<file path="src/include/shse_pkg.sv">
// constants and types shared by the skip, halt and subtract logic
package shse_pkg;

  // widths of the core datapath
  localparam int INSTR_W = 16;
  localparam int PC_W = 11;
  localparam int DATA_W = 4;
  localparam int ADDR_W = 7;
  localparam int WSEL_W = 4;
  localparam int RAM_DEPTH = 128;

  // opcode prefix widths and field positions
  localparam int PFX9_W = 9;
  localparam int PFX8_W = 8;
  localparam int ADDR_MSB = 6;
  localparam int ADDR_LSB = 0;
  localparam int IMM_MSB = 7;
  localparam int IMM_LSB = 4;
  localparam int WSEL_MSB = 3;
  localparam int WSEL_LSB = 0;
  localparam int BIT3_POS = 3;
  localparam int BIT2_POS = 2;

  // opcode prefixes
  localparam logic [PFX9_W-1:0] OP_TEST_BIT3 = 9'h115;
  localparam logic [PFX9_W-1:0] OP_TEST_BIT2 = 9'h114;
  localparam logic [PFX9_W-1:0] OP_MEM_MINUS_ACC = 9'h034;
  localparam logic [PFX9_W-1:0] OP_MEM_MINUS_ACC_WB = 9'h036;
  localparam logic [PFX8_W-1:0] OP_WR_MINUS_IMM = 8'h1E;
  // full word of the oscillator-halt instruction
  localparam logic [INSTR_W-1:0] OP_OSC_HALT = 16'h0001;

  // program counter steps and reset values
  localparam logic [PC_W-1:0] PC_STEP_NEXT = 11'h001;
  localparam logic [PC_W-1:0] PC_STEP_SKIP = 11'h002;
  localparam logic [PC_W-1:0] PC_RESET = 11'h000;
  localparam logic [DATA_W-1:0] NIBBLE_RESET = 4'h0;
  localparam logic [ADDR_W-WSEL_W-1:0] WR_PAGE = 3'h0;
  localparam logic FLAG_RESET = 1'b0;
  localparam logic WAKE_IDLE = 1'b1;

  // execution mode of the core
  typedef enum logic {MODE_RUN, MODE_STOP} shse_mode_e;

  // decoded instruction kind
  typedef enum logic [2:0]
  {
    OPK_OTHER,
    OPK_TEST_BIT2,
    OPK_TEST_BIT3,
    OPK_OSC_HALT,
    OPK_MEM_MINUS_ACC,
    OPK_MEM_MINUS_ACC_WB,
    OPK_WR_MINUS_IMM
  } shse_opk_e;

  // result of the nibble subtractor
  typedef struct packed
  {
    logic [DATA_W-1:0] diff;
    logic carry;
    logic zero;
  } shse_alu_s;

endpackage

</file>
<file path="src/verilog/shse_sub.sv">
// nibble subtractor with borrow and zero flags
module shse_sub
(
  input wire logic [shse_pkg::DATA_W-1:0] minuend,
  input wire logic [shse_pkg::DATA_W-1:0] subtrahend,
  output shse_pkg::shse_alu_s result
);

  logic [shse_pkg::DATA_W:0] wide;

  // one extra bit catches the borrow out of the top bit
  always_comb
  begin
    wide = {1'b0, minuend} - {1'b0, subtrahend};
    result.diff = wide[shse_pkg::DATA_W-1:0];
    result.carry = wide[shse_pkg::DATA_W];
    result.zero = (wide[shse_pkg::DATA_W-1:0] == shse_pkg::NIBBLE_RESET);
  end

endmodule

</file>
<file path="src/verilog/shse_core.sv">
// decode and execute of skip, oscillator halt and subtract instructions
//
// Function
// - Bit-3 test-and-skip is recognised by its 9-bit prefix and its low 7 bits address one memory nibble.
// - When bit 3 of that nibble is one the program counter steps by two, skipping the next instruction.
// - When bit 3 is zero the program counter steps by one, and the instruction takes one cycle.
// - The halt instruction takes one cycle and puts the core in stop mode where nothing executes.
// - In stop mode a falling edge on the wake port wakes the core, which resumes at the following instruction.
// - Memory-minus-accumulator loads only the accumulator with the difference and updates both flags.
// - Working-register-minus-immediate loads only the accumulator with the difference and updates both flags.
// - In that form the immediate sits after the 8-bit prefix and the low field picks one of sixteen working registers.
// - The write-back form stores the difference in both the accumulator and the addressed memory nibble.
module shse_core
(
  input wire logic clock,
  input wire logic rst,
  input wire logic [shse_pkg::INSTR_W-1:0] instr,
  input wire logic instr_valid,
  input wire logic wake_input_port,
  input wire logic load_en,
  input wire logic [shse_pkg::ADDR_W-1:0] load_addr,
  input wire logic [shse_pkg::DATA_W-1:0] load_data,
  input wire logic [shse_pkg::ADDR_W-1:0] peek_addr,
  output logic [shse_pkg::PC_W-1:0] pc_ff,
  output logic [shse_pkg::DATA_W-1:0] result_nibble_register_ff,
  output logic carry_flag_ff,
  output logic zero_flag_ff,
  output logic osc_stopped_ff,
  output logic [shse_pkg::DATA_W-1:0] peek_data_ff
);

  // data memory, working registers in the lowest sixteen nibbles
  logic [shse_pkg::DATA_W-1:0] ram [shse_pkg::RAM_DEPTH];

  shse_pkg::shse_mode_e mode_ff;
  shse_pkg::shse_mode_e nxt_mode;
  shse_pkg::shse_opk_e opk;
  shse_pkg::shse_alu_s alu;

  logic wake_meta_ff;
  logic wake_sync_ff;
  logic wake_prev_ff;
  logic wake_fall;
  logic exec;
  logic is_sub;
  logic skip_taken;
  logic [shse_pkg::ADDR_W-1:0] mem_addr;
  logic [shse_pkg::DATA_W-1:0] operand;
  logic [shse_pkg::DATA_W-1:0] imm;
  logic [shse_pkg::DATA_W-1:0] subtrahend;
  logic [shse_pkg::PC_W-1:0] nxt_pc;

  // compare the top nine bits of a word with a prefix
  function automatic logic pfx9_hit
  (
    input logic [shse_pkg::INSTR_W-1:0] word,
    input logic [shse_pkg::PFX9_W-1:0] pfx
  );
    return word[shse_pkg::INSTR_W-1 -: shse_pkg::PFX9_W] == pfx;
  endfunction

  // classify the instruction word; the halt word is matched in full
  always_comb
  begin
    opk = shse_pkg::OPK_OTHER;
    if (instr == shse_pkg::OP_OSC_HALT)
    begin
      opk = shse_pkg::OPK_OSC_HALT;
    end
    else if (pfx9_hit(instr, shse_pkg::OP_TEST_BIT3))
    begin
      opk = shse_pkg::OPK_TEST_BIT3;
    end
    else if (pfx9_hit(instr, shse_pkg::OP_TEST_BIT2))
    begin
      opk = shse_pkg::OPK_TEST_BIT2;
    end
    else if (pfx9_hit(instr, shse_pkg::OP_MEM_MINUS_ACC))
    begin
      opk = shse_pkg::OPK_MEM_MINUS_ACC;
    end
    else if (pfx9_hit(instr, shse_pkg::OP_MEM_MINUS_ACC_WB))
    begin
      opk = shse_pkg::OPK_MEM_MINUS_ACC_WB;
    end
    else if (instr[shse_pkg::INSTR_W-1 -: shse_pkg::PFX8_W] ==
             shse_pkg::OP_WR_MINUS_IMM)
    begin
      opk = shse_pkg::OPK_WR_MINUS_IMM;
    end
  end

  // operand address: memory field, or working register page
  always_comb
  begin
    imm = instr[shse_pkg::IMM_MSB:shse_pkg::IMM_LSB];
    if (opk == shse_pkg::OPK_WR_MINUS_IMM)
    begin
      mem_addr = {shse_pkg::WR_PAGE,
                  instr[shse_pkg::WSEL_MSB:shse_pkg::WSEL_LSB]};
    end
    else
    begin
      mem_addr = instr[shse_pkg::ADDR_MSB:shse_pkg::ADDR_LSB];
    end
    operand = ram[mem_addr];
  end

  // subtrahend is the immediate or the accumulator
  always_comb
  begin
    if (opk == shse_pkg::OPK_WR_MINUS_IMM)
    begin
      subtrahend = imm;
    end
    else
    begin
      subtrahend = result_nibble_register_ff;
    end
  end

  shse_sub u_sub
  (
    .minuend(operand),
    .subtrahend(subtrahend),
    .result(alu)
  );

  // nothing executes while stopped; one word per cycle otherwise
  assign exec = instr_valid && (mode_ff == shse_pkg::MODE_RUN);
  assign is_sub = (opk == shse_pkg::OPK_MEM_MINUS_ACC) ||
                  (opk == shse_pkg::OPK_MEM_MINUS_ACC_WB) ||
                  (opk == shse_pkg::OPK_WR_MINUS_IMM);

  // skip decision for the two bit tests
  always_comb
  begin
    case (opk)
      shse_pkg::OPK_TEST_BIT3:
        skip_taken = operand[shse_pkg::BIT3_POS];
      shse_pkg::OPK_TEST_BIT2:
        skip_taken = operand[shse_pkg::BIT2_POS];
      default:
        skip_taken = 1'b0;
    endcase
  end

  // next program counter; a skip jumps over one word
  always_comb
  begin
    if (skip_taken)
    begin
      nxt_pc = pc_ff + shse_pkg::PC_STEP_SKIP;
    end
    else
    begin
      nxt_pc = pc_ff + shse_pkg::PC_STEP_NEXT;
    end
  end

  // program counter; halt still steps so the wake resumes after it
  always_ff @(posedge clock or posedge rst)
  begin
    if (rst)
    begin
      pc_ff <= shse_pkg::PC_RESET;
    end
    else if (exec)
    begin
      pc_ff <= nxt_pc;
    end
  end

  // accumulator takes every subtract result
  always_ff @(posedge clock or posedge rst)
  begin
    if (rst)
    begin
      result_nibble_register_ff <= shse_pkg::NIBBLE_RESET;
    end
    else if (exec && is_sub)
    begin
      result_nibble_register_ff <= alu.diff;
    end
  end

  // carry and zero flags, touched only by the subtracts
  always_ff @(posedge clock or posedge rst)
  begin
    if (rst)
    begin
      carry_flag_ff <= shse_pkg::FLAG_RESET;
      zero_flag_ff <= shse_pkg::FLAG_RESET;
    end
    else if (exec && is_sub)
    begin
      carry_flag_ff <= alu.carry;
      zero_flag_ff <= alu.zero;
    end
  end

  // data memory; the write-back form wins over the loader
  always_ff @(posedge clock)
  begin
    if (exec && (opk == shse_pkg::OPK_MEM_MINUS_ACC_WB))
    begin
      ram[mem_addr] <= alu.diff;
    end
    else if (load_en)
    begin
      ram[load_addr] <= load_data;
    end
  end

  // registered view of one memory nibble
  always_ff @(posedge clock or posedge rst)
  begin
    if (rst)
    begin
      peek_data_ff <= shse_pkg::NIBBLE_RESET;
    end
    else
    begin
      peek_data_ff <= ram[peek_addr];
    end
  end

  // wake pin is asynchronous: two flops, then an edge stage
  always_ff @(posedge clock or posedge rst)
  begin
    if (rst)
    begin
      wake_meta_ff <= shse_pkg::WAKE_IDLE;
      wake_sync_ff <= shse_pkg::WAKE_IDLE;
      wake_prev_ff <= shse_pkg::WAKE_IDLE;
    end
    else
    begin
      wake_meta_ff <= wake_input_port;
      wake_sync_ff <= wake_meta_ff;
      wake_prev_ff <= wake_sync_ff;
    end
  end

  assign wake_fall = wake_prev_ff && !wake_sync_ff;

  // run/stop mode; edges seen while running are dropped
  always_comb
  begin
    nxt_mode = mode_ff;
    case (mode_ff)
      shse_pkg::MODE_RUN:
        if (exec && (opk == shse_pkg::OPK_OSC_HALT))
        begin
          nxt_mode = shse_pkg::MODE_STOP;
        end
      shse_pkg::MODE_STOP:
        if (wake_fall)
        begin
          nxt_mode = shse_pkg::MODE_RUN;
        end
      default:
        nxt_mode = shse_pkg::MODE_RUN;
    endcase
  end

  // the clock itself keeps running; stop gates execution instead
  always_ff @(posedge clock or posedge rst)
  begin
    if (rst)
    begin
      mode_ff <= shse_pkg::MODE_RUN;
      osc_stopped_ff <= shse_pkg::FLAG_RESET;
    end
    else
    begin
      mode_ff <= nxt_mode;
      osc_stopped_ff <= (nxt_mode == shse_pkg::MODE_STOP);
    end
  end

endmodule

</file>
<file path="config.mk">
export PLATFORM = sky130hd
export DESIGN_NAME = shse_core
export DESIGN_NICKNAME = d
export VERILOG_FILES = /design/src/include/shse_pkg.sv /design/src/verilog/shse_sub.sv /design/src/verilog/shse_core.sv
export SDC_FILE = /design/constraint.sdc
export NUM_CORES = 1
export LEC_CHECK = 0
export BUFFER_PORTS_ARGS = -buffer_cell sky130_fd_sc_hd__clkbuf_2
export CAP_MARGIN = 20
export CORE_UTILIZATION = 30
export CTS_CLUSTER_DIAMETER = 100
export CTS_CLUSTER_SIZE = 20
export DETAILED_ROUTE_END_ITERATION = 8
export PLACE_DENSITY_LB_ADDON = 0.2
export SLEW_MARGIN = 30
export SYNTH_ARGS = -nofsm -noshare
export SYNTH_HDL_FRONTEND = slang
export SYNTH_HIERARCHICAL = 1
export SYNTH_SLANG_ARGS = --single-unit
</file>
<file path="constraint.sdc">
create_clock -name clock -period 11.9 [get_ports clock]
set_clock_uncertainty 0.05 [all_clocks]
set_input_delay 0.595 -clock clock [delete_from_list [all_inputs] [get_ports clock]]
set_output_delay 0.595 -clock clock [all_outputs]
set_load 0.01 [all_outputs]
</file>
## Word level (Yosys, flattened, before mapping)

Memories as Yosys holds them, arrays and structs flattened. A register that Yosys moved wholly into a read port is not among the register bits.
Index checks and enable logic that the tools add are counted.

| storage, ports and cells | value |
|---|---|
| input bits | 39 |
| register bits | 21 |
| output and inout port bits | 22 |
| memory bits (writable) | 512 |
| word-level logic and storage cells | 56 |
| memories kept | 1 |

Memory list:

| memory | depth | bits a word | rd ports | clocked after Yosys merged registers in | write ports | RTL line | source |
|---|---|---|---|---|---|---|---|
| ram | 128 | 4 | 2 | 1 | 1 | shse_core.sv:33 | `logic [shse_pkg::DATA_W-1:0] ram [shse_pkg::RAM_DEPTH];` |

| cells by class | value |
|---|---|
| add/sub/neg operators | 3 |
| multiplexer cells | 21 |
| bitwise gates (word level) | 1 |
| reductions and logical operators | 10 |
| eq/ne operators | 12 |

Operator list:

| cell | count |
|---|---|
| == test 9 x 6 -> 1 bit (second input constant) | 2 |
| == test 9 bit (second input constant) | 2 |
| 2-to-1 mux 3 bit | 6 |
| == test 16 x 1 -> 1 bit (second input constant) | 1 |
| 2-to-1 mux 7 bit | 2 |
| adder 11 x 1 -> 11 bit (second input constant) | 1 |
| adder 11 x 2 -> 11 bit (second input constant) | 1 |
| 2-to-1 mux 11 bit | 1 |
| == test 3 bit (second input constant) | 3 |
| == test 8 x 5 -> 1 bit (second input constant) | 1 |
| 2-to-1 mux 1 bit | 8 |
| 2-to-1 mux 4 bit | 2 |
| == test 3 x 2 -> 1 bit (second input constant) | 2 |
| logical AND 1 bit | 5 |
| subtractor 4 x 4 -> 5 bit | 1 |
| logical NOT 4 bit | 1 |
| one-hot mux 1 bit (2 select lines) | 2 |
| OR reduction 4 bit | 1 |
| == test 3 x 1 -> 1 bit (second input constant) | 1 |
| logical OR 1 bit | 2 |
| logical NOT 1 bit | 1 |
| inverter 1 bit | 1 |

## Depth between registers and ports, before layout

| depth | value |
|---|---|
| word-level depth | 13 |
| depth in mapped cells | 18 |
| gate-level depth less buffers | 13 |

## Hierarchy

The synthesis kept the hierarchy.

By module, submodules not included:

| module | sequential area each (um^2) | area each (um^2) | cells an instance | instances |
|---|---|---|---|---|
| shse_core | 16,004.1 | 25,794.7 | 1,394 | 1 |
| shse_sub | 0.0 | 173.9 | 24 | 1 |

## Worst setup path before layout

OpenSTA, ideal clock, no wires.

| timing path | value |
|---|---|
| kind | input to register |
| start | input port instr[1] (netlist name) |
| end | memory ram[0][1] (netlist name) (data pin) |
| stages | 16 |
| path buffers | 5 |
| slack | 5.871 ns |
| data required time | 11.339 ns |
| setup time | 0.511 ns |
| arrival time | 5.468 ns |
| path through | clkbuf_1 buf_2 buf_2 buf_2 buf_1 mux4_2 mux4_2 mux4_2 nand2_1 o21ai_0 inv_1 ha_1 fa_1 inv_1 nand2_1 nand2_1 |

RTL lines:

| what | RTL line | source |
|---|---|---|
| start: declaration | shse_core.sv:17 | `input wire logic [shse_pkg::INSTR_W-1:0] instr,` |
| end: declaration | shse_core.sv:33 |  |

==> run metrics <==
fin worst setup slack=6.03 ns; WP data required=12.14 ns; Area after DPL=0.0275 sq mm; setup TNS=0 ns; vias in the first global route=14700; Ports=61; Leak=8.76 nW; Critical R2R Capture=ram[112][3]$_DFFE_PP_; PD cells=133 mW/mm^2; Fmax=170 MHz; Worst setup SP type=input pin; Final period util=49.4%; Sink Count=537; DR WL/cell=29.9 microns; critical path's top delay family=buffers and inverters; peak supply drop=0.124 mV; pre-CTS worst setup slack=5.37 ns; Num CTS Buffers=31; Total Wirelength=77900 microns; Reg clk slew, reported paths=0.09 ns; Vias=14300; 1st-iter DRT viols=1378; EDFF count, synth=512; die area=0.0877 sq mm; critical-path cell with the highest stage delay=buf_4; post-synthesis sequential area ratio=61.6%; crit path time final=5.87 ns; Pwr Total=3.80 mW; DRC viols=0; largest net degree at the start of global routing=113; initial antenna violation count=3; yosys warns=6; r2r setup slk=7.14 ns; dpl cells=2548; Hold Buf Count CTS=2; Port Buffers=60; Max Cap Viol=0; Max Slew Vio Count=0; Setup violations, final=0; first-pass GRT wire length=112000 microns; FFs w/ async S/R, synth=4.66%; synth unique cells=59; TritonCTS clock tree=built; dominant synthesized flop cell=edfxtp_1; CP bufs+invs=3; CP most frequent cell=buf_4; crit end category=flip-flop; Die W=296 microns; Gate Count Post-Synth=1418; mean post-synth cell area=18.3 sq um; hold_sp=instr[12]; share of cells above drive strength 1=30.1%; Clock Latency Late Sink=0.63 ns; Worst Path Max Fanout=88; H-Tree Depth=1; clock buffer depth=3; GRT Total Usage=17.9%; drt pass-1 iters=5; # Post-CTS Setup Buffers=0; final instance area=0.0284 sq mm; synthesized cell area=0.0260 sq mm; arrival time worst endpoint=6.12 ns; Layout Nets=1485; routed vias/inst=5.49; RR Startpoint=ram[1][2]$_DFFE_PP_; Placer Congestion=0.848; clock root cell=clkbuf_16; core footprint=0.0854 sq mm; Antenna Nets Post-Route=0; Post-DP HPWL=51100 microns; area grow syn2layout=9.55%; status=complete, no violations; die height=296 microns; R2R depth=13; initial core utilization=30.4%; synthesized net count=1464; GR Overflow Total=0; hold crit path type=input pin to flip-flop; Yosys reg bits=537; Post-CTS Resized=0; CP cell instances=buf_4 > buf_4 > nor2b_1 > a221oi_1 > o21ai_0 > a221oi_1 > nor3_1 > a21oi_1 > ha_1 > a21oi_1 > nand2_1 > xor2_1 > nand2_1 > nand2_4 > buf_4; Worst Max-Slew Pin Slew=1.15 ns; Hold Crit Depth=4; RSZ-0062 raised after global routing=false; Finished Layout Cells=2609; final hold vios=0; Rows=107; Rel. slew slack=22.5%; Worst Hold Path EP=mode_ff$_DFF_PP0_; crit-path max cell delay=0.81 ns; Crit Path Category=input pin to flip-flop
## how the worst max path moves through the flow
stage                        start                     to  slack [ns]  cells past startpoint
after detailed placement  instr[1]  ram[114][3]$_DFFE_PP_        5.37                     15
after global routing      instr[1]  ram[112][3]$_DFFE_PP_        5.63                     15
after global placement    instr[1]  ram[114][3]$_DFFE_PP_        5.44                     14
after floorplan           instr[1]    ram[0][1]$_DFFE_PP_        5.87                     16
after CTS                 instr[1]  ram[115][3]$_DFFE_PP_        6.04                     15
final                     instr[1]  ram[112][3]$_DFFE_PP_        6.03                     15
## routing by layer
layer	vias up	part of all wire, %	GRT usage [%]	wire (microns)
li1	5947	-	-	-
met1	7805	44	25.3	34100
met2	478	49	29.7	37800
met3	82	5.5	1.95	4290
met4	2	2.1	3.90	1630
met5	-	0.026	0	20
## sequential cells by signal, indices dropped and copies added (netlist names)
signal,cells
result_nibble_register_ff,4
pc_ff,11
wake_prev_ff,1
wake_sync_ff,1
carry_flag_ff,1
mode_ff,1
wake_meta_ff,1
zero_flag_ff,1
ram,512
peek_data_ff,4
## synth_stat cells, types with 16 or more instances
master / number / area [sq um]
mux4_2: 290 / 6530
clkbuf_1: 51 / 191
edfxtp_1: 512 / 15400
nand2_1: 64 / 240
nor2_1: 151 / 567
a22oi_1: 16 / 120
mux2_2: 16 / 180
inv_1: 23 / 86.3
buf_2: 16 / 80.1
mux2i_1: 54 / 541
buf_1: 22 / 82.6
dfrtp_1: 22 / 551
## through the flow
stage               utilization (%)  hold WS, ns
floorplan                         -        0.295
global placement               32.2        0.300
detailed placement             32.2        0.300
CTS                            33.3        0.243
global route                   33.3        0.265
finish                         33.3        0.271
## where the power goes
| part | leakage, nW | internal, mW | switching [mW] |
|---|---|---|---|
| Clock | 0.432 | 0.504 | 0.632 |
| Sequential | 4.94 | 2.14 | 0.0223 |
| Combinational | 3.39 | 0.178 | 0.316 |
| Total | 8.76 | 2.83 | 0.970 |
## cells by family (layout without fill, tap and decap cells)
group / Yosys count / in the layout / synth area share, %
and+or+nand+nor: 274 / 274 / 4.57
DFF: 537 / 537 / 61.6
buffers and inverters: 125 / 171 / 2.13
muxes: 363 / 363 / 28.2
other: 0 / 1 / 0
xor gates and xnor gates: 11 / 11 / 0.371
AOI/OAI and AO/OA: 101 / 101 / 2.71
adders and majority gates: 7 / 7 / 0.366
## worst register-to-register path, stage by stage, from the launching register on
cell and delay, ns:
edfxtp_1 0.38, mux4_1 0.57, nor2b_1 0.16, a2111oi_0 0.42, a31oi_1 0.17, a31oi_1 0.29
a21oi_1 0.14, ha_1 0.36, a21oi_1 0.20, nand2_1 0.12, xor2_1 0.20, nand2_1 0.12
nand2_4 0.38, buf_4 0.77
## final cells by class
cell class	instances	area [sq um]
fill	8231	57000
sequential	537	16000
multi-input combinational	756	9450
tap	1144	1430
clock buffer	55	876
timing repair buffer	87	553
inverter	26	97.6
clock inverter	3	33.8
antenna	1	2.50
## placed cells by master (no fill, tap or decap), types with 16 or more instances in the layout
cell       instances
mux2i_1           54
clkbuf_1          23
mux2_2            16
edfxtp_1         512
nand2_1           60
buf_4             24
dfrtp_1           22
nor2_1           151
inv_1             22
mux4_2           290
clkbuf_2          56
a22oi_1           16
clkbuf_16         31
(Power assumes the default switching activity.)
